--- config.mk ---
export PLATFORM = sky130hd
export DESIGN_NAME = ccpo_top
export DESIGN_NICKNAME = d
export VERILOG_FILES = /design/src/rtl/ccpo_pkg.sv /design/src/rtl/ccpo_pin_stage.sv /design/src/rtl/ccpo_top.sv
export SDC_FILE = /design/constraint.sdc
export NUM_CORES = 1
export LEC_CHECK = 0
export BUFFER_PORTS_ARGS = -buffer_cell sky130_fd_sc_hd__clkbuf_2
export CAP_MARGIN = 15
export CORE_MARGIN = 2
export CORE_UTILIZATION = 56
export CTS_CLUSTER_SIZE = 16
export DETAILED_ROUTE_END_ITERATION = 12
export MAX_ROUTING_LAYER = met4
export PLACE_DENSITY = 0.8
export SLEW_MARGIN = 15
export SYNTH_ARGS = -nofsm -noshare
export SYNTH_HDL_FRONTEND = slang
export SYNTH_SLANG_ARGS = --single-unit
--- constraint.sdc ---
create_clock -name aclk -period 2.39 [get_ports aclk]
set_input_delay 0.3585 -clock aclk [delete_from_list [all_inputs] [get_ports aclk]]
set_output_delay 0.3585 -clock aclk [all_outputs]
set_load 0.1 [all_outputs]
--- src/rtl/ccpo_pkg.sv ---
package ccpo_pkg;
  // ==========================================================================
  // register byte offsets
  localparam logic [7:0]  ADDR_CTRL_HIGH = 8'h00;
  localparam logic [7:0]  ADDR_SYNC_CFG  = 8'h04;
  localparam logic [7:0]  ADDR_PERIOD    = 8'h08;
  localparam logic [7:0]  ADDR_DUTY      = 8'h0C;
  localparam logic [7:0]  ADDR_STATUS    = 8'h10;
  // ==========================================================================
  // output control high fields
  localparam int          F_HOLDOFF      = 15;
  localparam int          F_OSCNT_LO     = 12;
  localparam int          F_OUTM_LO      = 8;
  localparam int          F_POL_ONE      = 5;
  localparam int          F_POL_TWO      = 4;
  localparam int          F_PSS_ONE_LO   = 2;
  localparam int          F_PSS_TWO_LO   = 0;
  localparam logic [15:0] MASK_MULTI     = 16'hF73F;
  localparam logic [15:0] MASK_SINGLE    = 16'hF02C;
  localparam logic [15:0] CTRL_RESET     = 16'h0000;
  // ==========================================================================
  // sync configuration fields, period and duty resets, time base maximum
  localparam int          F_TRIG_EN      = 8;
  localparam logic [8:0]  MASK_SYNC      = 9'h11F;
  localparam logic [8:0]  SYNC_RESET     = 9'h000;
  localparam logic [15:0] PERIOD_RESET   = 16'hFFFF;
  localparam logic [15:0] DUTY_RESET     = 16'h0000;
  localparam logic [15:0] TB_MAX         = 16'hFFFF;
  // ==========================================================================
  // sync source codes
  localparam logic [4:0]  SYNC_NONE      = 5'h00;
  localparam logic [4:0]  SYNC_CCP_FIRST = 5'h01;
  localparam logic [4:0]  SYNC_CCP_LAST  = 5'h05;
  localparam logic [4:0]  SYNC_TIMER     = 5'h0B;
  localparam logic [4:0]  SYNC_LC_ONE    = 5'h11;
  localparam logic [4:0]  SYNC_LC_TWO    = 5'h12;
  localparam logic [4:0]  SYNC_CONV      = 5'h1B;
  localparam logic [4:0]  SYNC_FREE      = 5'h1F;
  // ==========================================================================
  // output modes and AXI response codes
  localparam logic [2:0]  OUTM_SINGLE    = 3'h0;
  localparam logic [2:0]  OUTM_PUSHPULL  = 3'h1;
  localparam logic [2:0]  OUTM_HALF      = 3'h2;
  localparam logic [2:0]  OUTM_BRUSH_REV = 3'h4;
  localparam logic [2:0]  OUTM_BRUSH_FWD = 3'h5;
  localparam logic [1:0]  RESP_OKAY      = 2'h0;
  localparam logic [1:0]  RESP_SLVERR    = 2'h2;
endpackage : ccpo_pkg

--- src/rtl/ccpo_pin_stage.sv ---
`timescale 1ns/1ps
module ccpo_pin_stage (
  input  wire logic       aclk,
  input  wire logic       aresetn,
  input  wire logic       active,
  input  wire logic       drive_en,
  input  wire logic       polarity,
  input  wire logic       shutdown,
  input  wire logic [1:0] shut_code,
  output logic            pin_out,
  output logic            pin_oe
);
  // ==========================================================================
  // registered pin driver
  always_ff @(posedge aclk) begin
    if (!aresetn) begin
      pin_out <= 1'b0;
      pin_oe  <= 1'b0;
    end else if (shutdown) begin
      pin_out <= shut_code[0] ^ polarity;
      pin_oe  <= shut_code[1];
    end else begin
      pin_out <= active ^ polarity;
      pin_oe  <= drive_en;
    end
  end
endmodule : ccpo_pin_stage

--- src/rtl/ccpo_top.sv ---
// Local design decisions: the placing of the registers and the AXI4-Lite slave port.
`timescale 1ns/1ps
// Summary of operation
// - Sync code 00000 runs the time base unsynchronised, rolling over at period match or FFFFh.
// - Sync codes 00001 to 00101 reset the time base from sibling capture/compare units one to five.
// - Codes 01011, 10001, 10010 and 11011 pick timer, logic cells and converter, if synchronous.
// - Sync code 11111 gives a free-running time base wrapping from FFFFh to 0000h.
// - With hold-off and triggered operation set, enabled pins stay undriven until a trigger, except during a shutdown with shutdown code 1x.
// - The one-shot count lengthens a one-shot event to N plus one time base periods.
// - Output modes 000, 001 and 010 select single (pin A only), push-pull and half-bridge.
// - Mode 101 is brush forward, 100 brush reverse; 011 and 111 are reserved.
// - Output mode and B/D/F polarity and shutdown controls exist only in the multi-output unit.
module ccpo_top import ccpo_pkg::*; #(
  parameter int          MULTI_OUTPUT = 1,
  parameter int          TB_DIV       = 1
) (
  input  wire logic        aclk,
  input  wire logic        aresetn,
  input  wire logic [7:0]  s_axi_awaddr,
  input  wire logic        s_axi_awvalid,
  output logic             s_axi_awready,
  input  wire logic [31:0] s_axi_wdata,
  input  wire logic [3:0]  s_axi_wstrb,
  input  wire logic        s_axi_wvalid,
  output logic             s_axi_wready,
  output logic [1:0]       s_axi_bresp,
  output logic             s_axi_bvalid,
  input  wire logic        s_axi_bready,
  input  wire logic [7:0]  s_axi_araddr,
  input  wire logic        s_axi_arvalid,
  output logic             s_axi_arready,
  output logic [31:0]      s_axi_rdata,
  output logic [1:0]       s_axi_rresp,
  output logic             s_axi_rvalid,
  input  wire logic        s_axi_rready,
  input  wire logic [4:0]  ccp_sync_in,
  input  wire logic [3:0]  aux_sync_in,
  input  wire logic [3:0]  aux_sync_mode,
  input  wire logic        trigger_in,
  input  wire logic        shutdown_in,
  output logic [5:0]       oc_out,
  output logic [5:0]       oc_oe
);
  localparam logic [15:0] WMASK = (MULTI_OUTPUT != 0) ? MASK_MULTI : MASK_SINGLE;
  localparam int          DW    = (TB_DIV > 1) ? $clog2(TB_DIV) : 1;

  logic [15:0] ctrl_reg;
  logic [8:0]  sync_reg;
  logic [15:0] period_reg;
  logic [15:0] duty_reg;
  logic [15:0] cnt_reg;
  logic [DW-1:0] div_reg;
  logic        tick;
  logic        sync_hit;
  logic        period_end;
  logic        phase_reg;
  logic        run_reg;
  logic [2:0]  run_left_reg;
  logic        fired_reg;
  logic        trig_take;
  logic        run;
  logic        pwm;
  logic [5:0]  pin_active;
  logic [5:0]  pin_en;
  logic        aw_got_reg;
  logic        w_got_reg;
  logic [7:0]  aw_addr_reg;
  logic [31:0] w_data_reg;
  logic [3:0]  w_strb_reg;
  logic [31:0] rd_mux;
  logic        rd_hit;

  wire [4:0] sync_sel = sync_reg[4:0];
  wire       trig_en  = sync_reg[F_TRIG_EN];
  wire       holdoff  = ctrl_reg[F_HOLDOFF];
  wire [2:0] oscnt    = ctrl_reg[F_OSCNT_LO +: 3];
  wire [2:0] outm     = ctrl_reg[F_OUTM_LO +: 3];
  wire [15:0] bmask   = {{8{w_strb_reg[1]}}, {8{w_strb_reg[0]}}} & WMASK;
  wire [8:0]  smask   = {w_strb_reg[1], {8{w_strb_reg[0]}}};
  wire        do_wr   = aw_got_reg && w_got_reg && !s_axi_bvalid;

  // ==========================================================================
  // AXI4-Lite write channel
  always_ff @(posedge aclk) begin
    if (!aresetn) begin
      aw_got_reg    <= 1'b0;
      w_got_reg     <= 1'b0;
      aw_addr_reg   <= 8'h00;
      w_data_reg    <= 32'h0000_0000;
      w_strb_reg    <= 4'h0;
      s_axi_awready <= 1'b1;
      s_axi_wready  <= 1'b1;
      s_axi_bvalid  <= 1'b0;
      s_axi_bresp   <= RESP_OKAY;
    end else begin
      if (s_axi_awvalid && s_axi_awready) begin
        aw_got_reg    <= 1'b1;
        aw_addr_reg   <= s_axi_awaddr;
        s_axi_awready <= 1'b0;
      end
      if (s_axi_wvalid && s_axi_wready) begin
        w_got_reg    <= 1'b1;
        w_data_reg   <= s_axi_wdata;
        w_strb_reg   <= s_axi_wstrb;
        s_axi_wready <= 1'b0;
      end
      if (do_wr) begin
        aw_got_reg   <= 1'b0;
        w_got_reg    <= 1'b0;
        s_axi_bvalid <= 1'b1;
        s_axi_bresp  <= (aw_addr_reg == ADDR_CTRL_HIGH || aw_addr_reg == ADDR_SYNC_CFG ||
                         aw_addr_reg == ADDR_PERIOD || aw_addr_reg == ADDR_DUTY ||
                         aw_addr_reg == ADDR_STATUS) ? RESP_OKAY : RESP_SLVERR;
      end
      if (s_axi_bvalid && s_axi_bready) begin
        s_axi_bvalid  <= 1'b0;
        s_axi_awready <= 1'b1;
        s_axi_wready  <= 1'b1;
      end
    end
  end

  // ==========================================================================
  // register file
  always_ff @(posedge aclk) begin
    if (!aresetn) begin
      ctrl_reg   <= CTRL_RESET;
      sync_reg   <= SYNC_RESET;
      period_reg <= PERIOD_RESET;
      duty_reg   <= DUTY_RESET;
    end else if (do_wr) begin
      case (aw_addr_reg)
        ADDR_CTRL_HIGH: ctrl_reg <= (ctrl_reg & ~bmask) | (w_data_reg[15:0] & bmask);
        ADDR_SYNC_CFG:  sync_reg <= ((sync_reg & ~smask) | (w_data_reg[8:0] & smask))
                                    & MASK_SYNC;
        ADDR_PERIOD:    period_reg <= (period_reg & ~{{8{w_strb_reg[1]}}, {8{w_strb_reg[0]}}})
                                      | (w_data_reg[15:0] & {{8{w_strb_reg[1]}},
                                                              {8{w_strb_reg[0]}}});
        ADDR_DUTY:      duty_reg <= (duty_reg & ~{{8{w_strb_reg[1]}}, {8{w_strb_reg[0]}}})
                                    | (w_data_reg[15:0] & {{8{w_strb_reg[1]}},
                                                            {8{w_strb_reg[0]}}});
        default: ;
      endcase
    end
  end

  // ==========================================================================
  // AXI4-Lite read channel
  always_comb begin
    rd_mux = 32'h0000_0000;
    rd_hit = 1'b1;
    case (s_axi_araddr)
      ADDR_CTRL_HIGH: rd_mux = {16'h0000, ctrl_reg};
      ADDR_SYNC_CFG:  rd_mux = {23'h00_0000, sync_reg};
      ADDR_PERIOD:    rd_mux = {16'h0000, period_reg};
      ADDR_DUTY:      rd_mux = {16'h0000, duty_reg};
      ADDR_STATUS:    rd_mux = {14'h0000, run, fired_reg, cnt_reg};
      default:        rd_hit = 1'b0;
    endcase
  end

  always_ff @(posedge aclk) begin
    if (!aresetn) begin
      s_axi_arready <= 1'b1;
      s_axi_rvalid  <= 1'b0;
      s_axi_rdata   <= 32'h0000_0000;
      s_axi_rresp   <= RESP_OKAY;
    end else if (s_axi_arvalid && s_axi_arready) begin
      s_axi_arready <= 1'b0;
      s_axi_rvalid  <= 1'b1;
      s_axi_rdata   <= rd_mux;
      s_axi_rresp   <= rd_hit ? RESP_OKAY : RESP_SLVERR;
    end else if (s_axi_rvalid && s_axi_rready) begin
      s_axi_rvalid  <= 1'b0;
      s_axi_arready <= 1'b1;
    end
  end

  // ==========================================================================
  // time base tick divider
  always_ff @(posedge aclk) begin
    if (!aresetn || tick) begin
      div_reg <= '0;
    end else begin
      div_reg <= div_reg + 1'b1;
    end
  end
  assign tick = (TB_DIV <= 1) || (div_reg == DW'(TB_DIV - 1));

  // ==========================================================================
  // sync source select and time base
  always_comb begin
    case (sync_sel)
      5'h01, 5'h02, 5'h03, 5'h04, 5'h05:
        sync_hit = ccp_sync_in[3'(sync_sel - SYNC_CCP_FIRST)];
      SYNC_TIMER:  sync_hit = aux_sync_in[0] && aux_sync_mode[0];
      SYNC_LC_ONE: sync_hit = aux_sync_in[1] && aux_sync_mode[1];
      SYNC_LC_TWO: sync_hit = aux_sync_in[2] && aux_sync_mode[2];
      SYNC_CONV:   sync_hit = aux_sync_in[3] && aux_sync_mode[3];
      default:     sync_hit = 1'b0;
    endcase
  end

  assign period_end = tick && !sync_hit && (sync_sel == SYNC_FREE ? cnt_reg == TB_MAX :
                      (cnt_reg == period_reg || cnt_reg == TB_MAX));

  always_ff @(posedge aclk) begin
    if (!aresetn || sync_hit) begin
      cnt_reg <= 16'h0000;
    end else if (period_end) begin
      cnt_reg <= 16'h0000;
    end else if (tick) begin
      cnt_reg <= cnt_reg + 16'h0001;
    end
  end

  // ==========================================================================
  // trigger, hold-off and one-shot length
  assign trig_take = trigger_in && trig_en && !run_reg;
  assign run       = !trig_en || run_reg;

  always_ff @(posedge aclk) begin
    if (!aresetn || !trig_en) begin
      run_reg      <= 1'b0;
      run_left_reg <= 3'h0;
      fired_reg    <= 1'b0;
    end else if (trig_take) begin
      run_reg      <= 1'b1;
      run_left_reg <= oscnt;
      fired_reg    <= 1'b1;
    end else if (run_reg && period_end) begin
      if (run_left_reg == 3'h0) begin
        run_reg <= 1'b0;
      end else begin
        run_left_reg <= run_left_reg - 3'h1;
      end
    end
  end

  always_ff @(posedge aclk) begin
    if (!aresetn) begin
      phase_reg <= 1'b0;
    end else if (period_end) begin
      phase_reg <= !phase_reg;
    end
  end

  // ==========================================================================
  // output mode steering, pins ordered A B C D E F
  assign pwm = run && (cnt_reg < duty_reg);

  always_comb begin
    pin_active = 6'h00;
    pin_en     = 6'h00;
    case (MULTI_OUTPUT != 0 ? outm : OUTM_SINGLE)
      OUTM_SINGLE: begin
        pin_active[0] = pwm;
        pin_en        = 6'h01;
      end
      OUTM_PUSHPULL: begin
        pin_active[0] = pwm && !phase_reg;
        pin_active[1] = pwm && phase_reg;
        pin_en        = 6'h03;
      end
      OUTM_HALF: begin
        pin_active[0] = pwm;
        pin_active[1] = !pwm;
        pin_en        = 6'h03;
      end
      OUTM_BRUSH_FWD: begin
        pin_active[0] = run;
        pin_active[3] = pwm;
        pin_en        = 6'h0F;
      end
      OUTM_BRUSH_REV: begin
        pin_active[2] = run;
        pin_active[1] = pwm;
        pin_en        = 6'h0F;
      end
      default: pin_en = 6'h00;
    endcase
    if (trig_en && holdoff && !fired_reg) begin
      pin_en = 6'h00;
    end
  end

  genvar gi;
  generate
    for (gi = 0; gi < 6; gi++) begin : g_pin
      localparam bit GROUP_ONE = (gi % 2) == 0;
      ccpo_pin_stage u_pin (
        .aclk      (aclk),
        .aresetn   (aresetn),
        .active    (pin_active[gi]),
        .drive_en  (pin_en[gi]),
        .polarity  (GROUP_ONE ? ctrl_reg[F_POL_ONE] : ctrl_reg[F_POL_TWO]),
        .shutdown  (shutdown_in),
        .shut_code (GROUP_ONE ? ctrl_reg[F_PSS_ONE_LO +: 2] : ctrl_reg[F_PSS_TWO_LO +: 2]),
        .pin_out   (oc_out[gi]),
        .pin_oe    (oc_oe[gi])
      );
    end
  endgenerate

  // ==========================================================================
  // assertions
  AST_NONE_ROLL: assert property (@(posedge aclk) disable iff (!aresetn)
    sync_sel == SYNC_NONE && tick && cnt_reg == period_reg |=> cnt_reg == 16'h0000)
    else $error("time base did not roll over at period match");
  AST_CCP_SYNC: assert property (@(posedge aclk) disable iff (!aresetn)
    sync_sel == 5'h03 && ccp_sync_in[2] |=> cnt_reg == 16'h0000)
    else $error("sibling sync pulse did not reset time base");
  AST_AUX_GATE: assert property (@(posedge aclk) disable iff (!aresetn)
    sync_sel == SYNC_LC_ONE && !aux_sync_mode[1] && tick && cnt_reg != period_reg
    && cnt_reg != TB_MAX |=> cnt_reg == $past(cnt_reg) + 16'h0001)
    else $error("non-synchronous source reset the time base");
  AST_FREE_WRAP: assert property (@(posedge aclk) disable iff (!aresetn)
    sync_sel == SYNC_FREE && tick && cnt_reg == TB_MAX |=> cnt_reg == 16'h0000)
    else $error("free-running time base did not wrap");
  AST_HOLDOFF: assert property (@(posedge aclk) disable iff (!aresetn)
    trig_en && holdoff && !fired_reg && !shutdown_in |=> oc_oe == 6'h00)
    else $error("pins driven before trigger under hold-off");
  AST_ONESHOT: assert property (@(posedge aclk) disable iff (!aresetn)
    trig_take |=> run_reg && run_left_reg == $past(oscnt))
    else $error("one-shot length not loaded");
  AST_HALF: assert property (@(posedge aclk) disable iff (!aresetn)
    MULTI_OUTPUT != 0 && outm == OUTM_HALF && !shutdown_in
    && ctrl_reg[F_POL_ONE] == ctrl_reg[F_POL_TWO] && pin_en[0] |=> oc_out[0] != oc_out[1])
    else $error("half-bridge outputs not complementary");
  AST_RESERVED: assert property (@(posedge aclk) disable iff (!aresetn)
    (outm == 3'h3 || outm == 3'h7) && !shutdown_in |=> oc_oe == 6'h00)
    else $error("reserved output mode drove pins");
  AST_POLARITY: assert property (@(posedge aclk) disable iff (!aresetn)
    !shutdown_in |=> oc_out[0] == ($past(pin_active[0]) ^ $past(ctrl_reg[F_POL_ONE])))
    else $error("group one polarity wrong");
  AST_SHUT_ONE: assert property (@(posedge aclk) disable iff (!aresetn)
    shutdown_in && ctrl_reg[F_PSS_ONE_LO +: 2] == 2'b11
    |=> oc_oe[0] && oc_out[0] == !$past(ctrl_reg[F_POL_ONE]))
    else $error("group one shutdown not active");
  AST_SHUT_TWO: assert property (@(posedge aclk) disable iff (!aresetn)
    shutdown_in && !ctrl_reg[F_PSS_TWO_LO + 1] |=> !oc_oe[1] && !oc_oe[3] && !oc_oe[5])
    else $error("group two not tri-stated in shutdown");
  AST_SINGLE: assert property (@(posedge aclk) disable iff (!aresetn)
    MULTI_OUTPUT == 0 |-> (ctrl_reg & ~MASK_SINGLE) == 16'h0000)
    else $error("multi-output controls present in single unit");
  AST_UNUSED: assert property (@(posedge aclk) disable iff (!aresetn)
    sync_sel == 5'h06 && tick && cnt_reg != period_reg && cnt_reg != TB_MAX
    |=> cnt_reg == $past(cnt_reg) + 16'h0001)
    else $error("unused sync code affected time base");
  COV_SYNC: cover property (@(posedge aclk) disable iff (!aresetn) sync_hit ##1 tick);
  COV_ONESHOT: cover property (@(posedge aclk) disable iff (!aresetn)
    trig_take ##[1:200] (run_reg && period_end && run_left_reg == 3'h0));
  COV_SHUT: cover property (@(posedge aclk) disable iff (!aresetn) shutdown_in && pwm);
endmodule : ccpo_top
==> results of run 1 <==
## cells in the mapped netlist (all sizes together) (2+ instances only)
library cell	number	area, um2
o22ai	9	56.30
nor3	10	61.31
ha	22	275.3
buf	35	242.7
a211oi	3	22.52
a21o	5	37.54
clkbuf	30	113.9
o311ai	2	17.52
a211o	2	17.52
o31a	2	17.52
mux2i	71	710.7
dfxtp	138	2763
o21ai	14	70.07
nor4	6	37.54
o21a	2	15.01
and4	2	17.52
xnor2	13	113.9
nand3	30	150.1
a21oi	54	270.3
mux4	6	135.1
o211ai	2	15.01
and3	8	50.05
xor2	21	183.9
nand4	7	43.79
a311o	2	20.02
or4	4	37.53
nor3b	6	45.04
inv	30	112.6
nand2	98	367.9
nand3b	5	41.29
a21boi	2	15.01
and2	4	25.02
o2bb2ai	4	35.03
a22oi	11	82.58
nor2	91	349.1
nand2b	6	37.54
nor2b	3	18.77
## worst paths after layout
| kind | start | end | slack, ps |
|---|---|---|---|
| max | flop | g_pin[0].u_pin.pin_out | 160 |
| min | s_axi_wvalid | s_axi_wready | 140 |
| max reg2reg | flop | g_pin[0].u_pin.pin_out | 160 |
| min reg2reg | aw_addr_reg[1] | aw_addr_reg[1] | 460 |
## through the flow
step	utilization (%)	setup WS, ps
final	66.75	158.9
after global routing	66.75	5.335
after CTS	66.69	97.17
after detailed placement	61.93	116.8
after global placement	61.93	144.5
after floorplan	-	192.7
## power groups by stage
stage	registers, mW	clock network (mW)	logic [mW]
3_3_place_gp	2.44	0	0.476
2_1_floorplan	2.48	0	0.330
4_1_cts	2.39	2.53	0.484
3_5_place_dp	2.44	0	0.481
5_1_grt	2.40	2.65	0.519
6_report	2.39	2.50	0.486
## routing by layer
layer | part of all wire, % | up-vias | track usage [%]
met4 | 2.5 | 0 | 9.512
met5 | 0 | - | -
met1 | 44 | 2701 | 32.92
li1 | - | 2836 | -
met2 | 48 | 162 | 44.19
met3 | 5.5 | 26 | 5.420
## worst max-delay path, cell delays in order (launching register included)
cell,delay [ps]
dfxtp_1,360
inv_1,60
ha_1,310
and4_1,230
a211oi_1,240
a21boi_0,210
buf_4,160
o211ai_1,170
a211o_1,350
o211ai_1,90
## final cells by class
| class | instances | area [um2] |
|---|---|---|
| multi-input cells | 556 | 3571 |
| repair buffers | 123 | 718.2 |
| inverters | 31 | 116.4 |
| clock buffers | 17 | 425.4 |
| flip-flops and latches | 138 | 2764 |
| clock inverters | 15 | 138.9 |
| fillers | 986 | 3944 |
| well taps | 147 | 183.9 |
## cells by family (layout without fill, tap and decap cells)
family / after synthesis / after routing
flip-flops: 138 / 138
adder cells (fa/ha/maj): 22 / 22
AND/OR/NAND/NOR: 283 / 283
buffers and inverters: 96 / 186
multiplexers: 77 / 77
AO/OA/AOI/OAI: 124 / 124
XOR/XNOR: 34 / 34
other: 1 / 16
## cell usage in the layout, fill, tap and decap left out, types with 7 or more instances in the layout
master	Yosys	final
ha_1	22	22
xnor2_1	13	13
mux2i_1	71	71
a22oi_1	11	11
clkbuf_2	1	92
nand3_1	30	30
and3_1	8	8
nor2_1	88	88
nand4_1	7	7
clkbuf_16	0	17
nand2_1	98	98
dfxtp_1	138	137
buf_4	28	29
a21oi_1	54	54
nor3_1	9	9
inv_1	29	29
conb_1	1	16
xor2_1	21	21
o21ai_0	14	14
o22ai_1	9	9
==> results by group, run 1 <==
Run status
  • Outcome: complete, no violations

Synth
  • Syn avg cell area: 8.702 um2
  • Flops & latches, synth: 138
  • Post-synth ARST share: 0%
  • Register area share after synthesis: 40.96%
  • Mapped Cells: 775
  • Netlist cell types: 60
  • Post-synth EDFFs: 0
  • Synth Warn #: 0
  • Xor/xnor share of the synthesized area: 4.416%
  • Post-Synth Adder-Cell Area: 4.082%
  • Complex-gate fraction of the synthesized area: 11.56%
  • Post-synthesis mux area share: 12.54%
  • Top_reg_cell synth: dfxtp_1
  • Synthesized area: 6744 um2
  • Largest family of logic cells by synthesized area: simple AND/OR/NAND/NOR gates
  • Simple-gate share of the synthesized area: 19.37%

Cells and area
  • Share of cells above drive strength 1: 19.43%
  • Area delta synth->final: 17.40%
  • Final nets: 963
  • Fin area: 7918 um2
  • Non-filler instance count after layout: 1027
  • Diode count: 0

Critical path
  • WS Path Type: flop to flop
  • Req. time, crit path: 2730 ps
  • Crit path arrival time: 2570 ps
  • Critical path peak fanout: 4
  • Crit start category: flop
  • R2R depth: 9
  • Crit. End Element: flop

Timing
  • Max Clock Freq: 0.4482 GHz
  • Sum Neg Setup Slack: 0 ps
  • Post-layout minimum cycle time: 2231 ps
  • Final Hold Vio Count: 0
  • Final setup vio count: 0
  • Fin. max-slew vios: 0
  • Final period util: 93.35%
  • Worst Hold Slack: 144.3 ps
  • Clock skew: 8.218 ps
  • Slew of the pin with the lowest slew margin: 719.6 ps
  • RSZ-0062 raised after global routing: false
  • Relative slew slack: 52.03%

Place
  • Number of port buffers: 92
  • Post-DP HPWL: 11.95 mm
  • Placed Cells: 995
  • Area after DPL: 7346 um2
  • Final Wtd Congestion: 0.9306

Routing
  • WL final: 16.33 mm
  • Via-per-instance ratio: 5.574
  • First-pass iteration count of the detailed router: 5
  • First DRT Iteration DRCs: 390
  • Final ANT Viol Nets: 0
  • DR WL/cell: 15.90 um
  • Vias post-DR: 5725
  • Residual DRC: 0

Die
  • Die Ht: 113.7 um
  • Die W: 113.7 um
  • Num rows: 40
  • I/O pins: 127
  • Core area: 11860 um2
  • Die area: 12940 um2
  • Starting Density: 56.86%

CTS
  • CTS tree: done
  • Post-cts gate resize count: 0
  • Clock Path Buffers: 2
  • CTS Hold Bufs: 0
  • Root buf cell: clkbuf_16
  • Sink Count: 138
  • TritonCTS Buffers: 17
  • Setup bufs post-CTS: 0
  • Clk_lat worst skew: 420 ps
  • Register clock-pin slew on the reported worst setup and hold paths: 60 ps
  • CTS HTree Levels: 4

Power and ir drop
  • Power per cell area: 680.0 nW/um2
  • Comb pwr share: 9.0%
  • Maximum vdd ir drop: 547.2 uV
  • Pint: 3.921 mW
  • Sw frac: 27.17%
  • Total power draw: 5.384 mW
  • P_leak: 3.273 nW
  • Clock share of power: 46.5%
  • Sw Pwr: 1.463 mW
  • Flop pwr share: 44.5%

Global route
  • Initial antenna violation count: 0
  • Largest net degree at the start of global routing: 48
  • Total Routing Usage GR: 26.82%
  • Grt total ovfl: 0
  • Number of global-route vias before repair: 5402
  • Global-route wire length before repair: 26.34 mm

Min path
  • Hold Path Depth: 2
  • Hold crit path type: primary input to flop

Job
  • Max Cap Viol: 0
Power figures use the tool's default switching activity.
==> run 2: changes to the inputs <==
--- a/config.mk
+++ b/config.mk
@@ -5,6 +5,7 @@
 export SDC_FILE = /design/constraint.sdc
 export NUM_CORES = 1
 export LEC_CHECK = 0
+export ABC_AREA = 1
 export BUFFER_PORTS_ARGS = -buffer_cell sky130_fd_sc_hd__clkbuf_2
 export CAP_MARGIN = 15
 export CORE_MARGIN = 2
@@ -16,4 +17,5 @@
 export SLEW_MARGIN = 15
 export SYNTH_ARGS = -nofsm -noshare
 export SYNTH_HDL_FRONTEND = slang
+export SYNTH_HIERARCHICAL = 1
 export SYNTH_SLANG_ARGS = --single-unit
==> run 2 against run 1 <==
Non-clock buffer count fell by 16. Fmax grew 3.2%. Wire length rose by 4.5%. Sequential cell count unchanged. Critical endpoint is now cnt_reg[9]. Largest power group unchanged.
==> results by group, run 2 <==
CTS
  • Setup bufs post-CTS: 0
  • TritonCTS Buffers: 17
  • Sink Count: 138
  • CTS tree: done
  • Root buf cell: clkbuf_16
  • Clock Path Buffers: 2
  • Clk_lat worst skew: 430 ps
  • Register clock-pin slew on the reported worst setup and hold paths: 60 ps
  • CTS HTree Levels: 4

Synth
  • Synth Warn #: 6
  • Area leader, netlist: dfxtp_1
  • Netlist cell types: 40
  • Top post-synthesis cells by area: dfxtp_1 (41%), nand2_1 (9.3%), o21ai_0 (7.7%)
  • Syn avg cell area: 7.190 um2
  • Yosys top cell area share: 41.14%
  • Register area share after synthesis: 41.14%
  • Flops & latches, synth: 138
  • Most instantiated cells after synthesis: nand2_1 (167), dfxtp_1 (138), inv_1 (127), o21ai_0 (103), a21oi_1 (99)
  • Synthesized area: 6715 um2
  • Post-synth ARST share: 0%
  • Mapped Cells: 934
  • Top_reg_cell synth: dfxtp_1
  • Post-synth EDFFs: 0
  • Cell with the most instances after synthesis: nand2_1

Timing
  • Final setup vio count: 0
  • RSZ-0062 raised after global routing: false
  • Final period util: 90.42%
  • Post-layout minimum cycle time: 2161 ps
  • Max Clock Freq: 0.4627 GHz
  • Slew of the pin with the lowest slew margin: 603.7 ps
  • Sum Neg Setup Slack: 0 ps
  • Clock skew: 10.15 ps
  • Final Hold Vio Count: 0
  • Relative slew slack: 59.71%
  • Fin. max-slew vios: 0

Cells and area
  • Area delta synth->final: 18.86%
  • Final nets: 1131
  • Non-filler instance count after layout: 1191
  • Commonest non-fill, non-tap cell in the layout: nand2_1
  • Share of cells above drive strength 1: 15.55%
  • Diode count: 0
  • Commonest non-fill, non-tap cells in the layout: nand2_1 (167), dfxtp_1 (138), inv_1 (127)

Routing
  • First-pass iteration count of the detailed router: 6
  • First DRT Iteration DRCs: 524
  • WL final: 17.06 mm
  • Residual DRC: 0
  • Final ANT Viol Nets: 0
  • Vias post-DR: 6414
  • DR WL/cell: 14.33 um
  • Via-per-instance ratio: 5.385

Power and ir drop
  • P_leak: 3.619 nW
  • Maximum vdd ir drop: 469.9 uV
  • Power per cell area: 761.1 nW/um2

Global route
  • Initial antenna violation count: 0
  • Global-route wire length before repair: 28.48 mm
  • Largest net degree at the start of global routing: 41
  • Grt total ovfl: 0
  • Number of global-route vias before repair: 5978
  • Total Routing Usage GR: 28.93%

Min path
  • Hold crit path type: primary input to flop

Critical path
  • WS Path Type: flop to flop
  • Slowest-stage cell, CP: dfxtp_1
  • Crit path arrival time: 2500 ps
  • Crit path buf inv count: 2
  • Crit start category: flop
  • Crit. End Element: flop
  • Cell family with most CP delay: compound AO/OA/AOI/OAI gates
  • Critical path peak fanout: 16
  • Worst path cell trace: inv_1 > ha_1 > inv_1 > nand3_1 > nand3_1 > nand2_1 > a21oi_2 > nand3_4 > a211oi_1
  • Req. time, crit path: 2730 ps
  • CP max stage delay: 410 ps

Die
  • Die Ht: 113.5 um
  • Die W: 113.5 um
  • I/O pins: 127
  • Starting Density: 58.07%
  • Core area: 11560 um2
  • Die area: 12880 um2
  • Num rows: 39

Place
  • Placed Cells: 1159
  • Final Wtd Congestion: 0.9464
  • Number of port buffers: 92
  • Post-DP HPWL: 12.44 mm

Job
  • Max Cap Viol: 0

Run status
  • Outcome: complete, no violations
[run 2: cell count changes in the layout (fill, tap and decap cells not counted), sizes merged, moves of 11 or more]
cell,before,now
xor2,21,2
o21ai,14,103
nand3,30,45
a21oi,54,101
nand2,98,171
o22ai,9,22
buf,31,15
a22oi,11,0
o211ai,2,16
mux2i,71,0
inv,37,135
[run 2: worst register-to-register path, stage by stage, from the launching register on]
cell and delay, ps:
dfxtp_1 410, inv_1 140, ha_1 350, inv_1 60, nand3_1 70, nand3_1 70, nand2_1 70, a21oi_2 360
nand3_4 290, a211oi_1 260
[run 2: through the flow]
| stage | worst slack, ps | total power, mW | instance area, um2 | hold slack, ps | util [%] |
|---|---|---|---|---|---|
| floorplan | 420.1 | 3.003 | 6787 | 437.2 | - |
| global placement | 171.9 | 3.124 | 7297 | 452.3 | 63.10 |
| detailed placement | 124.1 | 3.133 | 7297 | 458.1 | 63.10 |
| CTS | 111.7 | 6.101 | 7968 | 162.0 | 68.90 |
| global route | 36.20 | 6.285 | 7981 | 180.9 | 69.01 |
| finish | 229.0 | 6.075 | 7981 | 176.5 | 69.01 |
[run 2: area by class of cell]
| type | instances | area [um2] |
|---|---|---|
| Fill cell | 965 | 3583 |
| Multi-Input combinational cell | 639 | 3301 |
| Sequential cell | 138 | 2763 |
| Timing Repair Buffer | 107 | 573.1 |
| Inverter | 132 | 495.5 |
| Clock buffer | 18 | 429.2 |
| Clock inverter | 14 | 241.5 |
| Tap cell | 143 | 178.9 |
[run 2: layer usage]
metal | track usage (%) | up-vias | wire length (um)
met1 | 36.67 | 2814 | 7658
li1 | - | 3263 | -
met5 | - | - | 0
met3 | 7.492 | 49 | 1506
met4 | 14.47 | 0 | 570
met2 | 42.91 | 288 | 7326
[run 2: worst paths after layout]
| kind | startpoint | to | slack, ps | cells after the start |
|---|---|---|---|---|
| worst min register to register | s_axi_rdata[9] | s_axi_rdata[9] | 460 | 2 |
| worst max register to register | flop | cnt_reg[9] | 230 | 9 |
| worst max-delay path | flop | cnt_reg[9] | 230 | 9 |
| worst min-delay path | s_axi_awaddr[3] | aw_addr_reg[3] | 180 | 3 |
[run 2: logic make-up after synthesis]
group,Yosys count,synth area share [%]
AOI/OAI and AO/OA,254,20.72
xor gates and xnor gates,7,0.9130
adders and majority gates,22,4.099
buffers and inverters,176,10.97
DFF,138,41.14
other,1,0.05584
and+or+nand+nor,336,22.10
[run 2: timing repair]
item | in CTS | in global routing
setup endpoints to repair | 0 | 13
hold buffers | 0 | 0
hold endpoints to repair | 0 | 0
gates resized for setup | 0 | 2
[run 2: power by group]
group	internal, mW	switching, mW	leakage [nW]
Sequential	2.37	0.0584	1.12
Combinational	0.136	0.524	2.17
Clock	1.96	1.02	0.325
Total	4.47	1.60	3.62
==> run 3: changes to the inputs <==
--- a/config.mk
+++ b/config.mk
@@ -5,7 +5,6 @@
 export SDC_FILE = /design/constraint.sdc
 export NUM_CORES = 1
 export LEC_CHECK = 0
-export ABC_AREA = 1
 export BUFFER_PORTS_ARGS = -buffer_cell sky130_fd_sc_hd__clkbuf_2
 export CAP_MARGIN = 15
 export CORE_MARGIN = 2
==> run 3 against run 2 <==
Synthesized cell count is 19% lower. Cell area is 1.1% higher. Fmax is 2.8% lower. Cell count is 15% lower. Sequential share of layout area is 0.33 points lower. Utilization is 1.8 points lower. Clock power is 20% lower. Largest cell class unchanged. Largest power group is now sequential cells.
==> results by group, run 3 <==
CTS
  • CTS Hold Bufs: 0
  • Sink Count: 138
  • Clock Path Buffers: 2
  • TritonCTS Buffers: 17
  • Clk_lat worst skew: 430 ps
  • Register clock-pin slew on the reported worst setup and hold paths: 60 ps
  • CTS tree: done
  • Root buf cell: clkbuf_16
  • CTS HTree Levels: 4

Critical path
  • R2r endpoint: run_left_reg[1]
  • R2R Setup Slk: 170 ps
  • Cell family with most CP delay: compound AO/OA/AOI/OAI gates
  • Crit path arrival time: 2570 ps
  • Crit. End Element: flop
  • CP max stage delay: 420 ps
  • Worst path cell trace: ha_1 > nand2_1 > o21ai_1 > nor4_1 > a32oi_1 > nor2b_1 > buf_4 > a31o_2 > o22ai_1
  • Critical path peak fanout: 8
  • Req. time, crit path: 2740 ps
  • Crit path buf inv count: 1
  • WS Path Type: flop to flop
  • Slowest-stage cell, CP: dfxtp_1
  • R2R depth: 9
  • Crit start category: flop

Synth
  • Synthesized area: 6895 um2
  • Cell with the most instances after synthesis: dfxtp_1
  • Top post-synthesis cells by area: dfxtp_1 (40%), mux2i_1 (11%), nand2_1 (5.3%)
  • Syn avg cell area: 9.169 um2
  • Synth Warn #: 6
  • Register area share after synthesis: 40.07%
  • Yosys top cell area share: 40.07%
  • Top_reg_cell synth: dfxtp_1
  • Most instantiated cells after synthesis: dfxtp_1 (138), nand2_1 (97), mux2i_1 (76), nor2b_1 (44), nor2_1 (38)
  • Post-synth EDFFs: 0
  • Area leader, netlist: dfxtp_1
  • Mapped Cells: 752
  • Post-synth ARST share: 0%
  • Netlist cell types: 63
  • Flops & latches, synth: 138

Cells and area
  • Share of cells above drive strength 1: 20.53%
  • Commonest non-fill, non-tap cells in the layout: dfxtp_1 (135), nand2_1 (97), clkbuf_2 (92)
  • Diode count: 0
  • Area delta synth->final: 17.02%
  • Final nets: 950
  • Commonest non-fill, non-tap cell in the layout: dfxtp_1

Timing
  • Final Hold Vio Count: 0
  • Slew of the pin with the lowest slew margin: 852.1 ps
  • Final setup vio count: 0
  • RSZ-0062 raised after global routing: false
  • Relative slew slack: 42.94%
  • Sum Neg Setup Slack: 0 ps
  • Post-layout minimum cycle time: 2222 ps
  • Fin. max-slew vios: 0
  • Final period util: 92.99%
  • Max Clock Freq: 0.4500 GHz
  • Worst Hold Slack: 134.0 ps
  • Clock skew: 7.150 ps

Routing
  • Vias post-DR: 5713
  • First-pass iteration count of the detailed router: 5
  • WL final: 17.08 mm
  • Residual DRC: 0
  • Final ANT Viol Nets: 0
  • DR WL/cell: 16.84 um
  • Via-per-instance ratio: 5.634
  • First DRT Iteration DRCs: 322

Global route
  • Grt total ovfl: 0
  • Global-route wire length before repair: 27.76 mm
  • Number of global-route vias before repair: 5568
  • Initial antenna violation count: 0
  • Total Routing Usage GR: 28.20%
  • Largest net degree at the start of global routing: 54

Power and ir drop
  • Maximum vdd ir drop: 525.8 uV
  • Total power draw: 5.373 mW
  • Power per cell area: 665.9 nW/um2
  • P_leak: 3.318 nW

Place
  • Final Wtd Congestion: 0.9641
  • Number of port buffers: 92
  • Post-DP HPWL: 12.96 mm

Min path
  • Endpoint of the worst hold path: s_axi_wready
  • Hold Path Depth: 2
  • Hold crit path type: primary input to flop
  • Hold Path Origin: s_axi_wvalid

Die
  • Num rows: 40
  • Die area: 13220 um2
  • Die W: 115.0 um
  • Starting Density: 57.41%
  • Die Ht: 115.0 um
  • I/O pins: 127
  • Core area: 12010 um2

Run status
  • Outcome: complete, no violations

Job
  • Max Cap Viol: 0
run 3: area by class of cell:
cell class / count / area (um2)
multi-input cells: 549 / 3807
flip-flops and latches: 138 / 2766
fillers: 1002 / 3943
inverters: 30 / 112.6
clock buffers: 21 / 470.5
well taps: 147 / 183.9
clock inverters: 11 / 72.57
repair buffers: 118 / 655.6
run 3: logic make-up (layout without fill, tap and decap cells):
| group | after synthesis | count (layout) | synth area share [%] |
|---|---|---|---|
| simple gates | 274 | 274 | 20.92 |
| other cells | 1 | 20 | 0.05438 |
| compound gates | 118 | 118 | 11.65 |
| flops | 138 | 138 | 40.07 |
| buf+inv | 84 | 180 | 5.933 |
| mux | 83 | 83 | 13.32 |
| xor+xnor | 32 | 32 | 4.065 |
| fa+ha+maj | 22 | 22 | 3.992 |
run 3: per-stage QoR:
step	area [um2]	cells	util (%)	setup WS [ps]
3_3_place_gp	7502	981	62.46	143.9
4_1_cts	8045	1013	66.98	50.86
5_1_grt	8069	1014	67.18	5.420
2_1_floorplan	6967	771	-	271.5
6_report	8069	1014	67.18	167.6
3_5_place_dp	7502	981	62.46	92.78
run 3: worst max path at each step:
stage	slack [ps]	cells after the start	from	to
after floorplan	270	9	cnt_reg[9]	g_pin[1].u_pin/pin_out
after global placement	140	10	flop	run_left_reg[0]
after detailed placement	90	10	flop	run_left_reg[0]
after CTS	50	10	flop	run_left_reg[0]
after global routing	5	10	cnt_reg[7]	g_pin[1].u_pin/pin_out
final	170	9	flop	run_left_reg[1]
run 3: where the power goes:
group	switching, mW	internal [mW]
Combinational	0.427	0.149
Sequential	0.0535	2.36
Clock	0.992	1.40
run 3: routing by layer:
metal  vias up  GRT usage [%]  share of wire, %
li1       2766              -                 -
met1      2713          34.74                44
met2       195          45.14                47
met3        39          5.957               5.9
met4         0          11.57               2.6
met5         -              -                 0
run 3: timing repair:
item,in CTS,in global routing
setup endpoints to repair,0,5
setup buffers,0,1
gates resized for setup,0,5
hold endpoints to repair,0,0
